==> src/rtl/gpx_defines.svh <==
`ifndef GPX_DEFINES_SVH
`define GPX_DEFINES_SVH

// Register offsets on the plain register port
`define GPX_OFS_P0_LATCH   8'h00
`define GPX_OFS_P1_LATCH   8'h01
`define GPX_OFS_P2_LATCH   8'h02
`define GPX_OFS_P3_LATCH   8'h03
`define GPX_OFS_FLAGS      8'h04
`define GPX_OFS_ENABLES    8'h05
`define GPX_OFS_FLAG_CLR   8'h06
`define GPX_OFS_PIN_LEVELS 8'h08
`define GPX_OFS_EDGE_SEL   8'h0C
`define GPX_OFS_DIR0       8'h10
`define GPX_OFS_DIR1       8'h11
`define GPX_OFS_DIR2       8'h12
`define GPX_OFS_DIR3       8'h13

// Field positions
`define GPX_P3_MSB         8

// Reset values
`define GPX_LATCH_RST      8'hFF
`define GPX_P3_LATCH_RST   16'hFFFF
`define GPX_FLAGS_RST      8'h00
`define GPX_ENABLES_RST    8'h00
`define GPX_DIR_RST        8'h00
`define GPX_DIR3_RST       16'h0000
`define GPX_EDGE_SEL_RST   8'h00

// Clock edges after reset release before edge detection is trusted
`define GPX_SYNC_ARM       3

`endif

==> src/rtl/gpx_pkg.sv <==
package gpx_pkg;
    typedef logic [7:0]  gpx_byte_t;
    typedef logic [15:0] gpx_word_t;
    typedef logic [7:0]  gpx_addr_t;
    typedef logic [8:0]  gpx_p3_t;
endpackage

==> src/rtl/gpx_edge_if.sv <==
`timescale 1ns/1ps
// Edge events and polarity between the detector and the register core
interface gpx_edge_if;
    logic [7:0] polarity;
    logic [7:0] level;
    logic [7:0] edge_pulse;
    modport det  (input polarity, output level, output edge_pulse);
    modport core (output polarity, input level, input edge_pulse);
endinterface

==> src/rtl/gpx_top.sv <==
// The implementer's own choice: the strobed register port.
`timescale 1ns/1ps
`include "gpx_defines.svh"
// Summary of operation
// - Ports 0-2 have 8-bit read/write output latches, reset to all ones.
// - Latch bit drives pin when output, else controls its weak pull-up.
// - Changing port direction never alters the output latch contents.
// - Port 3 latch holds bits 8:0, resets to ones; bits 15:9 read zero.
// - Edge flag sets on falling edge if select is one, rising if zero.
// - Flag stays set until software clear or reset; flag and enable request.
// - Software writing one to a flag requests an interrupt when enabled.
// - Edge flag register resets to zero and is freely read and written.
// - Enable bit n gates external interrupt n; register resets to zero.
// - Pin level register reads the current port 0 pin levels.
// - Input pin pull-up on when latch bit one, off when zero.
// - Only port 0 carries edge detection; ports 1-3 are plain ports.
// - Direction bit one makes the pin an output; directions reset zero.
// - Edge select register is read/write and resets to zero.
module gpx_top (
    // Clock and reset
    input  wire logic                mclk,
    input  wire logic                rstn,
    // Register port
    input  wire gpx_pkg::gpx_addr_t  addr,
    input  wire gpx_pkg::gpx_word_t  wdata,
    input  wire logic                wr,
    input  wire logic                rd,
    output gpx_pkg::gpx_word_t       rdata,
    // Interrupt request
    output logic                     irq,
    // Port 0 pins
    input  wire gpx_pkg::gpx_byte_t  p0_in,
    output gpx_pkg::gpx_byte_t       p0_out,
    output gpx_pkg::gpx_byte_t       p0_oe,
    output gpx_pkg::gpx_byte_t       p0_pullup,
    // Port 1 pins
    input  wire gpx_pkg::gpx_byte_t  p1_in,
    output gpx_pkg::gpx_byte_t       p1_out,
    output gpx_pkg::gpx_byte_t       p1_oe,
    output gpx_pkg::gpx_byte_t       p1_pullup,
    // Port 2 pins
    input  wire gpx_pkg::gpx_byte_t  p2_in,
    output gpx_pkg::gpx_byte_t       p2_out,
    output gpx_pkg::gpx_byte_t       p2_oe,
    output gpx_pkg::gpx_byte_t       p2_pullup,
    // Port 3 pins
    input  wire gpx_pkg::gpx_p3_t    p3_in,
    output gpx_pkg::gpx_p3_t         p3_out,
    output gpx_pkg::gpx_p3_t         p3_oe,
    output gpx_pkg::gpx_p3_t         p3_pullup
);
    import gpx_pkg::*;

    gpx_byte_t  p0_latch_r;
    gpx_byte_t  p1_latch_r;
    gpx_byte_t  p2_latch_r;
    gpx_p3_t    p3_latch_r;
    gpx_byte_t  dir0_r;
    gpx_byte_t  dir1_r;
    gpx_byte_t  dir2_r;
    gpx_p3_t    dir3_r;
    gpx_byte_t  flags_r;
    gpx_byte_t  flags_nxt;
    gpx_byte_t  enables_r;
    gpx_byte_t  edge_sel_r;
    gpx_word_t  rdata_r;
    gpx_word_t  rdata_nxt;
    logic       wr_p0;
    logic       wr_p1;
    logic       wr_p2;
    logic       wr_p3;
    logic       wr_flags;
    logic       wr_clr;
    logic       wr_en;
    logic       wr_sel;
    gpx_p3_t    p0_pull_w;
    gpx_p3_t    p1_pull_w;
    gpx_p3_t    p2_pull_w;

    gpx_edge_if edge_bus ();

    // Pull-up only for an input pin whose latch bit is one
    function automatic gpx_p3_t pull_on(input gpx_p3_t latch, input gpx_p3_t dir);
        pull_on = latch & ~dir;
    endfunction

    // Edge detector on port 0 only
    // port 0 interrupt logic
    gpx_edge_det u_edge (
        .mclk    (mclk),
        .rstn    (rstn),
        .pin_in  (p0_in),
        .edge_io (edge_bus.det)
    );
    assign edge_bus.polarity = edge_sel_r;

    // Write decode
    assign wr_p0    = wr && (addr == `GPX_OFS_P0_LATCH);
    assign wr_p1    = wr && (addr == `GPX_OFS_P1_LATCH);
    assign wr_p2    = wr && (addr == `GPX_OFS_P2_LATCH);
    assign wr_p3    = wr && (addr == `GPX_OFS_P3_LATCH);
    assign wr_flags = wr && (addr == `GPX_OFS_FLAGS);
    assign wr_clr   = wr && (addr == `GPX_OFS_FLAG_CLR);
    assign wr_en    = wr && (addr == `GPX_OFS_ENABLES);
    assign wr_sel   = wr && (addr == `GPX_OFS_EDGE_SEL);

    // only a latch write alters a latch
    always_ff @(posedge mclk or negedge rstn) begin
        if (!rstn) begin
            p0_latch_r <= `GPX_LATCH_RST;
            p1_latch_r <= `GPX_LATCH_RST;
            p2_latch_r <= `GPX_LATCH_RST;
        end else begin
            if (wr_p0) begin
                p0_latch_r <= wdata[7:0];
            end
            if (wr_p1) begin
                p1_latch_r <= wdata[7:0];
            end
            if (wr_p2) begin
                p2_latch_r <= wdata[7:0];
            end
        end
    end

    always_ff @(posedge mclk or negedge rstn) begin
        if (!rstn) begin
            // Only nine bits exist, so the sixteen-bit reset word is cut here
            p3_latch_r <= gpx_p3_t'(`GPX_P3_LATCH_RST);
        end else if (wr_p3) begin
            p3_latch_r <= wdata[`GPX_P3_MSB:0];
        end
    end

    always_ff @(posedge mclk or negedge rstn) begin
        if (!rstn) begin
            dir0_r <= `GPX_DIR_RST;
            dir1_r <= `GPX_DIR_RST;
            dir2_r <= `GPX_DIR_RST;
            // Same nine-bit cut as the port 3 latch
            dir3_r <= gpx_p3_t'(`GPX_DIR3_RST);
        end else if (wr) begin
            case (addr)
                `GPX_OFS_DIR0: begin
                    dir0_r <= wdata[7:0];
                end
                `GPX_OFS_DIR1: begin
                    dir1_r <= wdata[7:0];
                end
                `GPX_OFS_DIR2: begin
                    dir2_r <= wdata[7:0];
                end
                `GPX_OFS_DIR3: begin
                    dir3_r <= wdata[`GPX_P3_MSB:0];
                end
                default: begin
                end
            endcase
        end
    end

    always_ff @(posedge mclk or negedge rstn) begin
        if (!rstn) begin
            edge_sel_r <= `GPX_EDGE_SEL_RST;
        end else if (wr_sel) begin
            edge_sel_r <= wdata[7:0];
        end
    end

    always_ff @(posedge mclk or negedge rstn) begin
        if (!rstn) begin
            enables_r <= `GPX_ENABLES_RST;
        end else if (wr_en) begin
            enables_r <= wdata[7:0];
        end
    end

    // Flag next value: a direct write may set or clear, the clear register
    // drops the ones it names, and detected edges are ORed in last
    always_comb begin
        flags_nxt = flags_r;
        if (wr_flags) begin
            flags_nxt = wdata[7:0];
        end
        if (wr_clr) begin
            flags_nxt = flags_nxt & ~wdata[7:0];
        end
        flags_nxt = flags_nxt | edge_bus.edge_pulse;
    end

    always_ff @(posedge mclk or negedge rstn) begin
        if (!rstn) begin
            flags_r <= `GPX_FLAGS_RST;
        end else begin
            flags_r <= flags_nxt;
        end
    end

    // level request while flagged and enabled; software must clear to drop it
    assign irq = |(flags_r & enables_r);

    // Read mux; unmapped and write-only offsets read zero
    always_comb begin
        rdata_nxt = 16'h0000;
        if (rd) begin
            case (addr)
                `GPX_OFS_P0_LATCH:   rdata_nxt = {8'h00, p0_latch_r};
                `GPX_OFS_P1_LATCH:   rdata_nxt = {8'h00, p1_latch_r};
                `GPX_OFS_P2_LATCH:   rdata_nxt = {8'h00, p2_latch_r};
                `GPX_OFS_P3_LATCH:   rdata_nxt = {7'h00, p3_latch_r};
                `GPX_OFS_FLAGS:      rdata_nxt = {8'h00, flags_r};
                `GPX_OFS_ENABLES:    rdata_nxt = {8'h00, enables_r};
                `GPX_OFS_PIN_LEVELS: rdata_nxt = {8'h00, p0_in};
                `GPX_OFS_EDGE_SEL:   rdata_nxt = {8'h00, edge_sel_r};
                `GPX_OFS_DIR0:       rdata_nxt = {8'h00, dir0_r};
                `GPX_OFS_DIR1:       rdata_nxt = {8'h00, dir1_r};
                `GPX_OFS_DIR2:       rdata_nxt = {8'h00, dir2_r};
                `GPX_OFS_DIR3:       rdata_nxt = {7'h00, dir3_r};
                default:             rdata_nxt = 16'h0000;
            endcase
        end
    end

    // Read data stands only in the cycle after the strobe
    always_ff @(posedge mclk or negedge rstn) begin
        if (!rstn) begin
            rdata_r <= 16'h0000;
        end else begin
            rdata_r <= rdata_nxt;
        end
    end
    assign rdata = rdata_r;

    // The helper works at the port 3 width; byte ports widen with a zero
    // and keep only their low byte
    assign p0_pull_w = pull_on({1'b0, p0_latch_r}, {1'b0, dir0_r});
    assign p1_pull_w = pull_on({1'b0, p1_latch_r}, {1'b0, dir1_r});
    assign p2_pull_w = pull_on({1'b0, p2_latch_r}, {1'b0, dir2_r});

    assign p0_out    = p0_latch_r;
    assign p0_oe     = dir0_r;
    assign p0_pullup = p0_pull_w[7:0];
    assign p1_out    = p1_latch_r;
    assign p1_oe     = dir1_r;
    assign p1_pullup = p1_pull_w[7:0];
    assign p2_out    = p2_latch_r;
    assign p2_oe     = dir2_r;
    assign p2_pullup = p2_pull_w[7:0];
    assign p3_out    = p3_latch_r;
    assign p3_oe     = dir3_r;
    assign p3_pullup = pull_on(p3_latch_r, dir3_r);

    // Checks on register and interrupt behaviour
    latch_write_a: assert property (@(posedge mclk) disable iff (!rstn)
        wr_p1 |=> (p1_latch_r == $past(wdata[7:0])))
        else $error("port 1 latch did not take written value");
    dir_keeps_latch_a: assert property (@(posedge mclk) disable iff (!rstn)
        (wr && addr == `GPX_OFS_DIR0) |=> (p0_latch_r == $past(p0_latch_r)))
        else $error("direction write changed port 0 latch");
    p3_reserved_a: assert property (@(posedge mclk) disable iff (!rstn)
        (rd && addr == `GPX_OFS_P3_LATCH) |=> (rdata[15:9] == 7'h00)
            && (rdata[8:0] == $past(p3_latch_r)))
        else $error("port 3 latch read wrong or reserved bits set");
    edge_sets_a: assert property (@(posedge mclk) disable iff (!rstn)
        (edge_bus.edge_pulse != 8'h00) |=>
            ((flags_r & $past(edge_bus.edge_pulse)) == $past(edge_bus.edge_pulse)))
        else $error("detected edge did not set its flag");
    flag_sticky_a: assert property (@(posedge mclk) disable iff (!rstn)
        !(wr_flags || wr_clr) |=> ((flags_r & $past(flags_r)) == $past(flags_r)))
        else $error("flag dropped without software clear");
    sw_set_irq_a: assert property (@(posedge mclk) disable iff (!rstn)
        (wr_flags && ((wdata[7:0] & enables_r) != 8'h00) && !wr_en) |=> irq)
        else $error("software flag set did not raise interrupt");
    enable_off_a: assert property (@(posedge mclk) disable iff (!rstn)
        (wr_en && wdata[7:0] == 8'h00) |=> !irq)
        else $error("interrupt stayed high with all enables cleared");
    pin_read_a: assert property (@(posedge mclk) disable iff (!rstn)
        (rd && addr == `GPX_OFS_PIN_LEVELS) |=> (rdata[7:0] == $past(p0_in)))
        else $error("pin level read mismatch");
    pull_follow_a: assert property (@(posedge mclk) disable iff (!rstn)
        wr_p1 |=> (p1_pullup == ($past(wdata[7:0]) & ~p1_oe)))
        else $error("port 1 pull-up does not follow latch");
    clr_flag_a: assert property (@(posedge mclk) disable iff (!rstn)
        (wr_clr && edge_bus.edge_pulse == 8'h00) |=> ((flags_r & $past(wdata[7:0])) == 8'h00))
        else $error("flag clear did not clear");

    // Pins, directions and select follow their writes
    drive_follow_a: assert property (@(posedge mclk) disable iff (!rstn)
        wr_p2 |=> (p2_out == $past(wdata[7:0])))
        else $error("port 2 pins miss latch write");
    p3_drive_a: assert property (@(posedge mclk) disable iff (!rstn)
        wr_p3 |=> (p3_out == $past(wdata[8:0])))
        else $error("port 3 pins miss latch write");
    dir_write_a: assert property (@(posedge mclk) disable iff (!rstn)
        (wr && addr == `GPX_OFS_DIR1) |=> (p1_oe == $past(wdata[7:0])))
        else $error("port 1 direction write lost");
    sel_write_a: assert property (@(posedge mclk) disable iff (!rstn)
        wr_sel |=> (edge_bus.polarity == $past(wdata[7:0])))
        else $error("edge select write lost");

    // Flags move only by edges or software
    flag_write_a: assert property (@(posedge mclk) disable iff (!rstn)
        (wr_flags && edge_bus.edge_pulse == 8'h00) |=> (flags_r == $past(wdata[7:0])))
        else $error("flag register write lost");
    only_edges_a: assert property (@(posedge mclk) disable iff (!rstn)
        (!(wr_flags || wr_clr) && edge_bus.edge_pulse == 8'h00) |=> $stable(flags_r))
        else $error("flags moved without edge or write");
    edge_beats_a: assert property (@(posedge mclk) disable iff (!rstn)
        (wr_clr && (wdata[7:0] & edge_bus.edge_pulse) != 8'h00)
            |=> ((flags_r & $past(edge_bus.edge_pulse)) != 8'h00))
        else $error("same-cycle clear beat an edge");
    irq_hold_a: assert property (@(posedge mclk) disable iff (!rstn)
        (irq && !wr_flags && !wr_clr && !wr_en) |=> irq)
        else $error("request dropped without software");
    level_rise_a: assert property (@(posedge mclk) disable iff (!rstn)
        (edge_bus.edge_pulse[0] && !edge_bus.polarity[0]) |-> edge_bus.level[0])
        else $error("pin 0 rise seen with level low");
    enable_gate_a: assert property (@(posedge mclk) disable iff (!rstn)
        (wr_en && ((flags_r & wdata[7:0]) != 8'h00)) |=> irq)
        else $error("enabling a set flag gave no request");

    irq_rise_c: cover property (@(posedge mclk) disable iff (!rstn) $rose(irq));
    collide_c: cover property (@(posedge mclk) disable iff (!rstn)
        wr_clr && ((wdata[7:0] & edge_bus.edge_pulse) != 8'h00));
    p3_write_c: cover property (@(posedge mclk) disable iff (!rstn) wr_p3 ##1 rd);
    dir_keep_c: cover property (@(posedge mclk) disable iff (!rstn)
        (wr && addr == `GPX_OFS_DIR0) ##1 rd);
endmodule

==> src/rtl/gpx_edge_det.sv <==
`timescale 1ns/1ps
`include "gpx_defines.svh"
module gpx_edge_det (
    // Clock and reset
    input wire logic          mclk,
    input wire logic          rstn,
    // Port 0 pin levels
    input wire gpx_pkg::gpx_byte_t pin_in,
    // Events toward the register core
    gpx_edge_if.det           edge_io
);
    import gpx_pkg::*;

    gpx_byte_t  sync1_r;
    gpx_byte_t  sync2_r;
    gpx_byte_t  prev_r;
    logic [2:0] arm_r;
    logic       armed;

    always_ff @(posedge mclk or negedge rstn) begin
        if (!rstn) begin
            sync1_r <= 8'h00;
            sync2_r <= 8'h00;
            prev_r  <= 8'h00;
        end else begin
            sync1_r <= pin_in;
            sync2_r <= sync1_r;
            prev_r  <= sync2_r;
        end
    end

    // Hold off detection until history holds real samples, else a high pin fakes a rise
    always_ff @(posedge mclk or negedge rstn) begin
        if (!rstn) begin
            arm_r <= 3'h0;
        end else begin
            arm_r <= {arm_r[1:0], 1'b1};
        end
    end
    assign armed = arm_r[`GPX_SYNC_ARM-1];

    assign edge_io.edge_pulse = armed ? ((edge_io.polarity & prev_r & ~sync2_r) |
                                         (~edge_io.polarity & ~prev_r & sync2_r)) : 8'h00;
    assign edge_io.level = sync2_r;

    rise_detect_a: assert property (@(posedge mclk) disable iff (!rstn)
        (armed && $rose(pin_in[0]) && !edge_io.polarity[0]) ##1 !edge_io.polarity[0]
        ##1 !edge_io.polarity[0] |-> edge_io.edge_pulse[0])
        else $error("rising edge on pin 0 not detected two cycles later");
    fall_detect_a: assert property (@(posedge mclk) disable iff (!rstn)
        (armed && $fell(pin_in[7]) && edge_io.polarity[7]) ##1 edge_io.polarity[7]
        ##1 edge_io.polarity[7] |-> edge_io.edge_pulse[7])
        else $error("falling edge on pin 7 not detected two cycles later");
    fall_cover: cover property (@(posedge mclk) disable iff (!rstn)
        edge_io.polarity[3] && edge_io.edge_pulse[3]);
endmodule

==> config.mk <==
export PLATFORM = sky130hd
export DESIGN_NAME = gpx_top
export DESIGN_NICKNAME = d
export VERILOG_FILES = /design/src/rtl/gpx_pkg.sv /design/src/rtl/gpx_edge_if.sv /design/src/rtl/gpx_top.sv /design/src/rtl/gpx_edge_det.sv
export VERILOG_INCLUDE_DIRS = /design/src /design/src/rtl
export SDC_FILE = /design/constraint.sdc
export NUM_CORES = 1
export LEC_CHECK = 0
export CORE_MARGIN = 1.5
export CORE_UTILIZATION = 36
export DETAILED_ROUTE_END_ITERATION = 7
export DONT_BUFFER_PORTS = 1
export GPL_TIMING_DRIVEN = 0
export HOLD_SLACK_MARGIN = 0.06
export SYNTH_ARGS = -nofsm -noshare
export SYNTH_HDL_FRONTEND = slang
export SYNTH_HIERARCHICAL = 1
export SYNTH_SLANG_ARGS = --single-unit
export TNS_END_PERCENT = 100
==> constraint.sdc <==
create_clock -name mclk -period 1.3 [get_ports mclk]
set_input_delay 0.065 -clock mclk [delete_from_list [all_inputs] [get_ports mclk]]
set_output_delay 0.065 -clock mclk [all_outputs]
set_load 0.005 [all_outputs]
==> results.rst <==
.. list-table::
   :header-rows: 1

   * - Metric
     - Value
   * - Outcome
     - finished, violations left
   * - Failing checks
     - hold timing, setup timing
   * - Share of the yosys chip area belonging to registers
     - 53.1%
   * - Capture point of the worst reg-to-reg path
     - rdata[6]$_DFF_PN0_
   * - Final slew viol count
     - 0
   * - Total wirelength of the detailed-routed design
     - 17.6 mm
   * - Maximum fanout along the worst path
     - 4
   * - Internal Dissipation
     - 7.39 mW
   * - Global route overflow
     - 0
   * - Synthesis-to-finish area growth
     - 21.0%
   * - Synthesized instance count
     - 475
   * - Slew at the pin with the worst max-slew slack
     - 717 ps
   * - Synthesized area
     - 6010 sq um
   * - Number of cells in the finished layout apart from fillers
     - 758
   * - Number of enable-type register cells in the synthesized netlist
     - 0
   * - Die outline height
     - 132 um
   * - Die outline area
     - 17500 sq um
   * - Worst EP required
     - 1570 ps
   * - Final setup viols
     - 8
   * - Highest-count cells in the layout ignoring fill and taps
     - mux2_2, dfrtp_1, nor2b_1
   * - Longest Clk Path Bufs
     - 2
   * - Combinational group share of total power
     - 7.0%
   * - P_sw
     - 2.16 mW
   * - Total of flip-flops plus latches after synthesis
     - 126
   * - Number of distinct library cell variants in the gate-level netlist after synthesis
     - 52
   * - Sum of net half-perimeters after detailed placement
     - 12.3 mm
   * - Total track usage
     - 20.6%
   * - Yosys warning count
     - 6
   * - Global-route wire length before repair
     - 26.8 mm
   * - Number of hold-repair buffers added at the cts stage
     - 20
   * - Inst Count DP
     - 701
   * - Post-CTS clock slew at the launch and capture registers of the worst setup and hold paths
     - 50 ps
   * - Maximum operating frequency
     - 0.667 GHz
   * - Total power
     - 9.55 mW
   * - Setup slack on the worst flop-to-flop path
     - -200 ps
   * - Sort of element at the end of the critical path
     - register
   * - Critical path class
     - reg2reg
   * - Final hold violation count
     - 126
   * - I/O pin cnt
     - 177
   * - Worst clock skew on the final layout
     - 6.54 ps
   * - N_diodes
     - 0
   * - Maximum VDD drop
     - 834 uV
   * - Data arrival time at the worst-slack endpoint
     - 1770 ps
   * - Most common library cell in the layout ignoring fill and taps
     - mux2_2
   * - Classification of the worst-slack hold path
     - in2async
   * - Nets@finish
     - 586
   * - Routed length per instance
     - 23.3 um
   * - Worst slew margin relative to its limit
     - 52.2%
   * - Via count
     - 4185
   * - Avg Vias per Cell
     - 5.52
   * - Start point of the critical path
     - p1_oe[6]$_DFFE_PN0P_
   * - Synthesized area divided by synthesized cell count
     - 12.7 sq um
   * - RSZ-0062 raised after global routing
     - true
   * - CTS buffer count
     - 17
   * - Drt drc
     - 0
   * - Async SR Flop Fraction
     - 100%
   * - Standby leakage power
     - 3.14 nW
   * - Floorplan die width
     - 132 um
   * - Via count of the first global-routing pass
     - 4238
   * - Critical path startpoint category
     - register
   * - Worst hold margin
     - -655 ps
   * - Worst-case setup slack after placement
     - -551 ps
   * - Core Rows
     - 47
   * - End point of the critical path
     - rdata[6]$_DFF_PN0_
   * - Initial DRT Pass Iterations
     - 5
   * - Shortest clock period the worst path allows after layout
     - 1500 ps
   * - Power per cell area
     - 1310 nW/um^2
   * - Maximum number of pins on one net before global-route repair
     - 127
   * - CTS tree
     - done
   * - Clock tree root driver cell
     - clkbuf_16
   * - Switching share of power
     - 22.6%
   * - Htree depth
     - 4
   * - Number of antenna-violating nets in the routed design
     - 0
   * - Final setup slack of the worst path
     - -199 ps
   * - Initial DRC count
     - 382
   * - Share of power burned in the clock network
     - 47.6%
   * - Quantity of I/O buffers inserted on ports
     - 0
   * - CTS sink count
     - 126
   * - R2R cell count
     - 5
   * - Antenna violations before repair
     - 0
   * - Sequential group share of total power
     - 45.4%
   * - Fraction of layout cells with a size suffix above 1
     - 40.9%
   * - Worst skew pair latency
     - 420 ps
   * - Layout filler cell count
     - 1528
   * - Initial core utilization
     - 36.5%
   * - Routability cong.
     - 0.855
   * - Period utilisation layout
     - 115%
   * - Core region area
     - 16500 sq um
   * - Worst reg2reg path startpoint
     - p1_oe[6]$_DFFE_PN0P_
   * - Most used flip-flop cell after synthesis
     - dfrtp_1
   * - Number of maximum-capacitance constraint violations
     - 0
timing repair:
action,4_1_cts,5_1_grt
resized for setup,12,10
setup buffers,4,2
pin swaps,9,5
endpoints found under the hold margin,161,128
setup endpoints to repair,40,45
worst min-delay path by stage:
stage | startpoint | end | slack [ps] | depth (start not counted)
after global routing | rstn | p1_oe[4]$_DFFE_PN0P_ | -670 | 0
after global placement | rstn | p1_oe[3]$_DFFE_PN0P_ | -230 | 0
after CTS | rstn | p1_oe[7]$_DFFE_PN0P_ | -670 | 0
after detailed placement | rstn | p2_oe[3]$_DFFE_PN0P_ | -230 | 0
final | rstn | p2_oe[5]$_DFFE_PN0P_ | -650 | 0
after floorplan | rstn | edge_bus.polarity[0]$_DFFE_PN0P_ | -230 | 0
power by group through the flow:
stage	combinational (mW)	clock [mW]	sequential, mW
2_1_floorplan	0.445	0	4.32
3_3_place_gp	0.564	0	4.38
3_5_place_dp	0.574	0	4.39
4_1_cts	0.658	4.63	4.33
5_1_grt	0.714	4.77	4.36
6_report	0.666	4.55	4.34
state kept, by name, summed over array words and instances (netlist names):
name                  count
p2_oe                     8
p3_oe                     9
u_edge/prev_r             8
rdata                     9
p3_out                    9
u_edge/arm_r              3
p1_out                    8
u_edge/sync1_r            8
edge_bus.polarity         8
p0_out                    8
p2_out                    8
p1_oe                     8
u_edge/edge_io.level      8
enables_r                 8
flags_r                   8
p0_oe                     8
critical path, stage by stage, from the launching register on:
cell and delay, ps:
dfrtp_1 420, mux2_4 280, a22o_1 220, a32oi_1 170, o22a_1 190, a21oi_1 70
through the flow:
| step | setup TNS, ps | area [sq um] | utilization (%) |
|---|---|---|---|
| 2_1_floorplan | -3210 | 6100 | - |
| 3_3_place_gp | -35680 | 6370 | 38.7 |
| 3_5_place_dp | -38040 | 6370 | 38.7 |
| 4_1_cts | -790 | 7240 | 44.0 |
| 5_1_grt | -2640 | 7280 | 44.2 |
| 6_report | -860 | 7280 | 44.2 |
final cells by class:
type	count	area, sq um	area share (%)
inverter	3	11.3	0.155
clock buffer	27	523	7.19
multi-input combinational	315	2750	37.8
sequential	126	3200	43.9
buffer	36	221	3.04
tap	220	275	3.78
clock inverter	5	52.6	0.722
timing repair buffer	26	245	3.37
cell usage after synthesis, drive strengths merged, types with 5 or more instances:
library cell	count	area, sq um
a21o	10	75.1
a21oi	6	30.0
a22o	8	70.1
a22oi	12	90.1
a32oi	5	43.8
and3	6	37.5
buf	19	135
clkbuf	18	67.6
dfrtp	93	2330
dfstp	33	867
mux2	104	1170
mux2i	14	140
nand2	24	92.6
nand3	14	92.6
nand4b	8	70.1
nand4bb	7	78.8
nor2	10	42.5
nor2b	36	225
o21ai	7	35.0
kinds of logic (layout without fill, tap and decap cells):
group | Yosys count | after routing | synth area share [%]
other cells | 2 | 8 | 0.125
mux | 118 | 118 | 21.8
buf+inv | 40 | 97 | 3.56
flops | 126 | 126 | 53.1
simple gates | 117 | 117 | 12.2
compound gates | 72 | 72 | 9.18
routing by layer:
| metal | track usage [%] | part of all wire [%] |
|---|---|---|
| met1 | 27.0 | 43 |
| met2 | 32.9 | 49 |
| met3 | 5.77 | 6.7 |
| met4 | 7.33 | 2.0 |
| met5 | 0 | 0 |
Power figures use the tool's default switching activity.
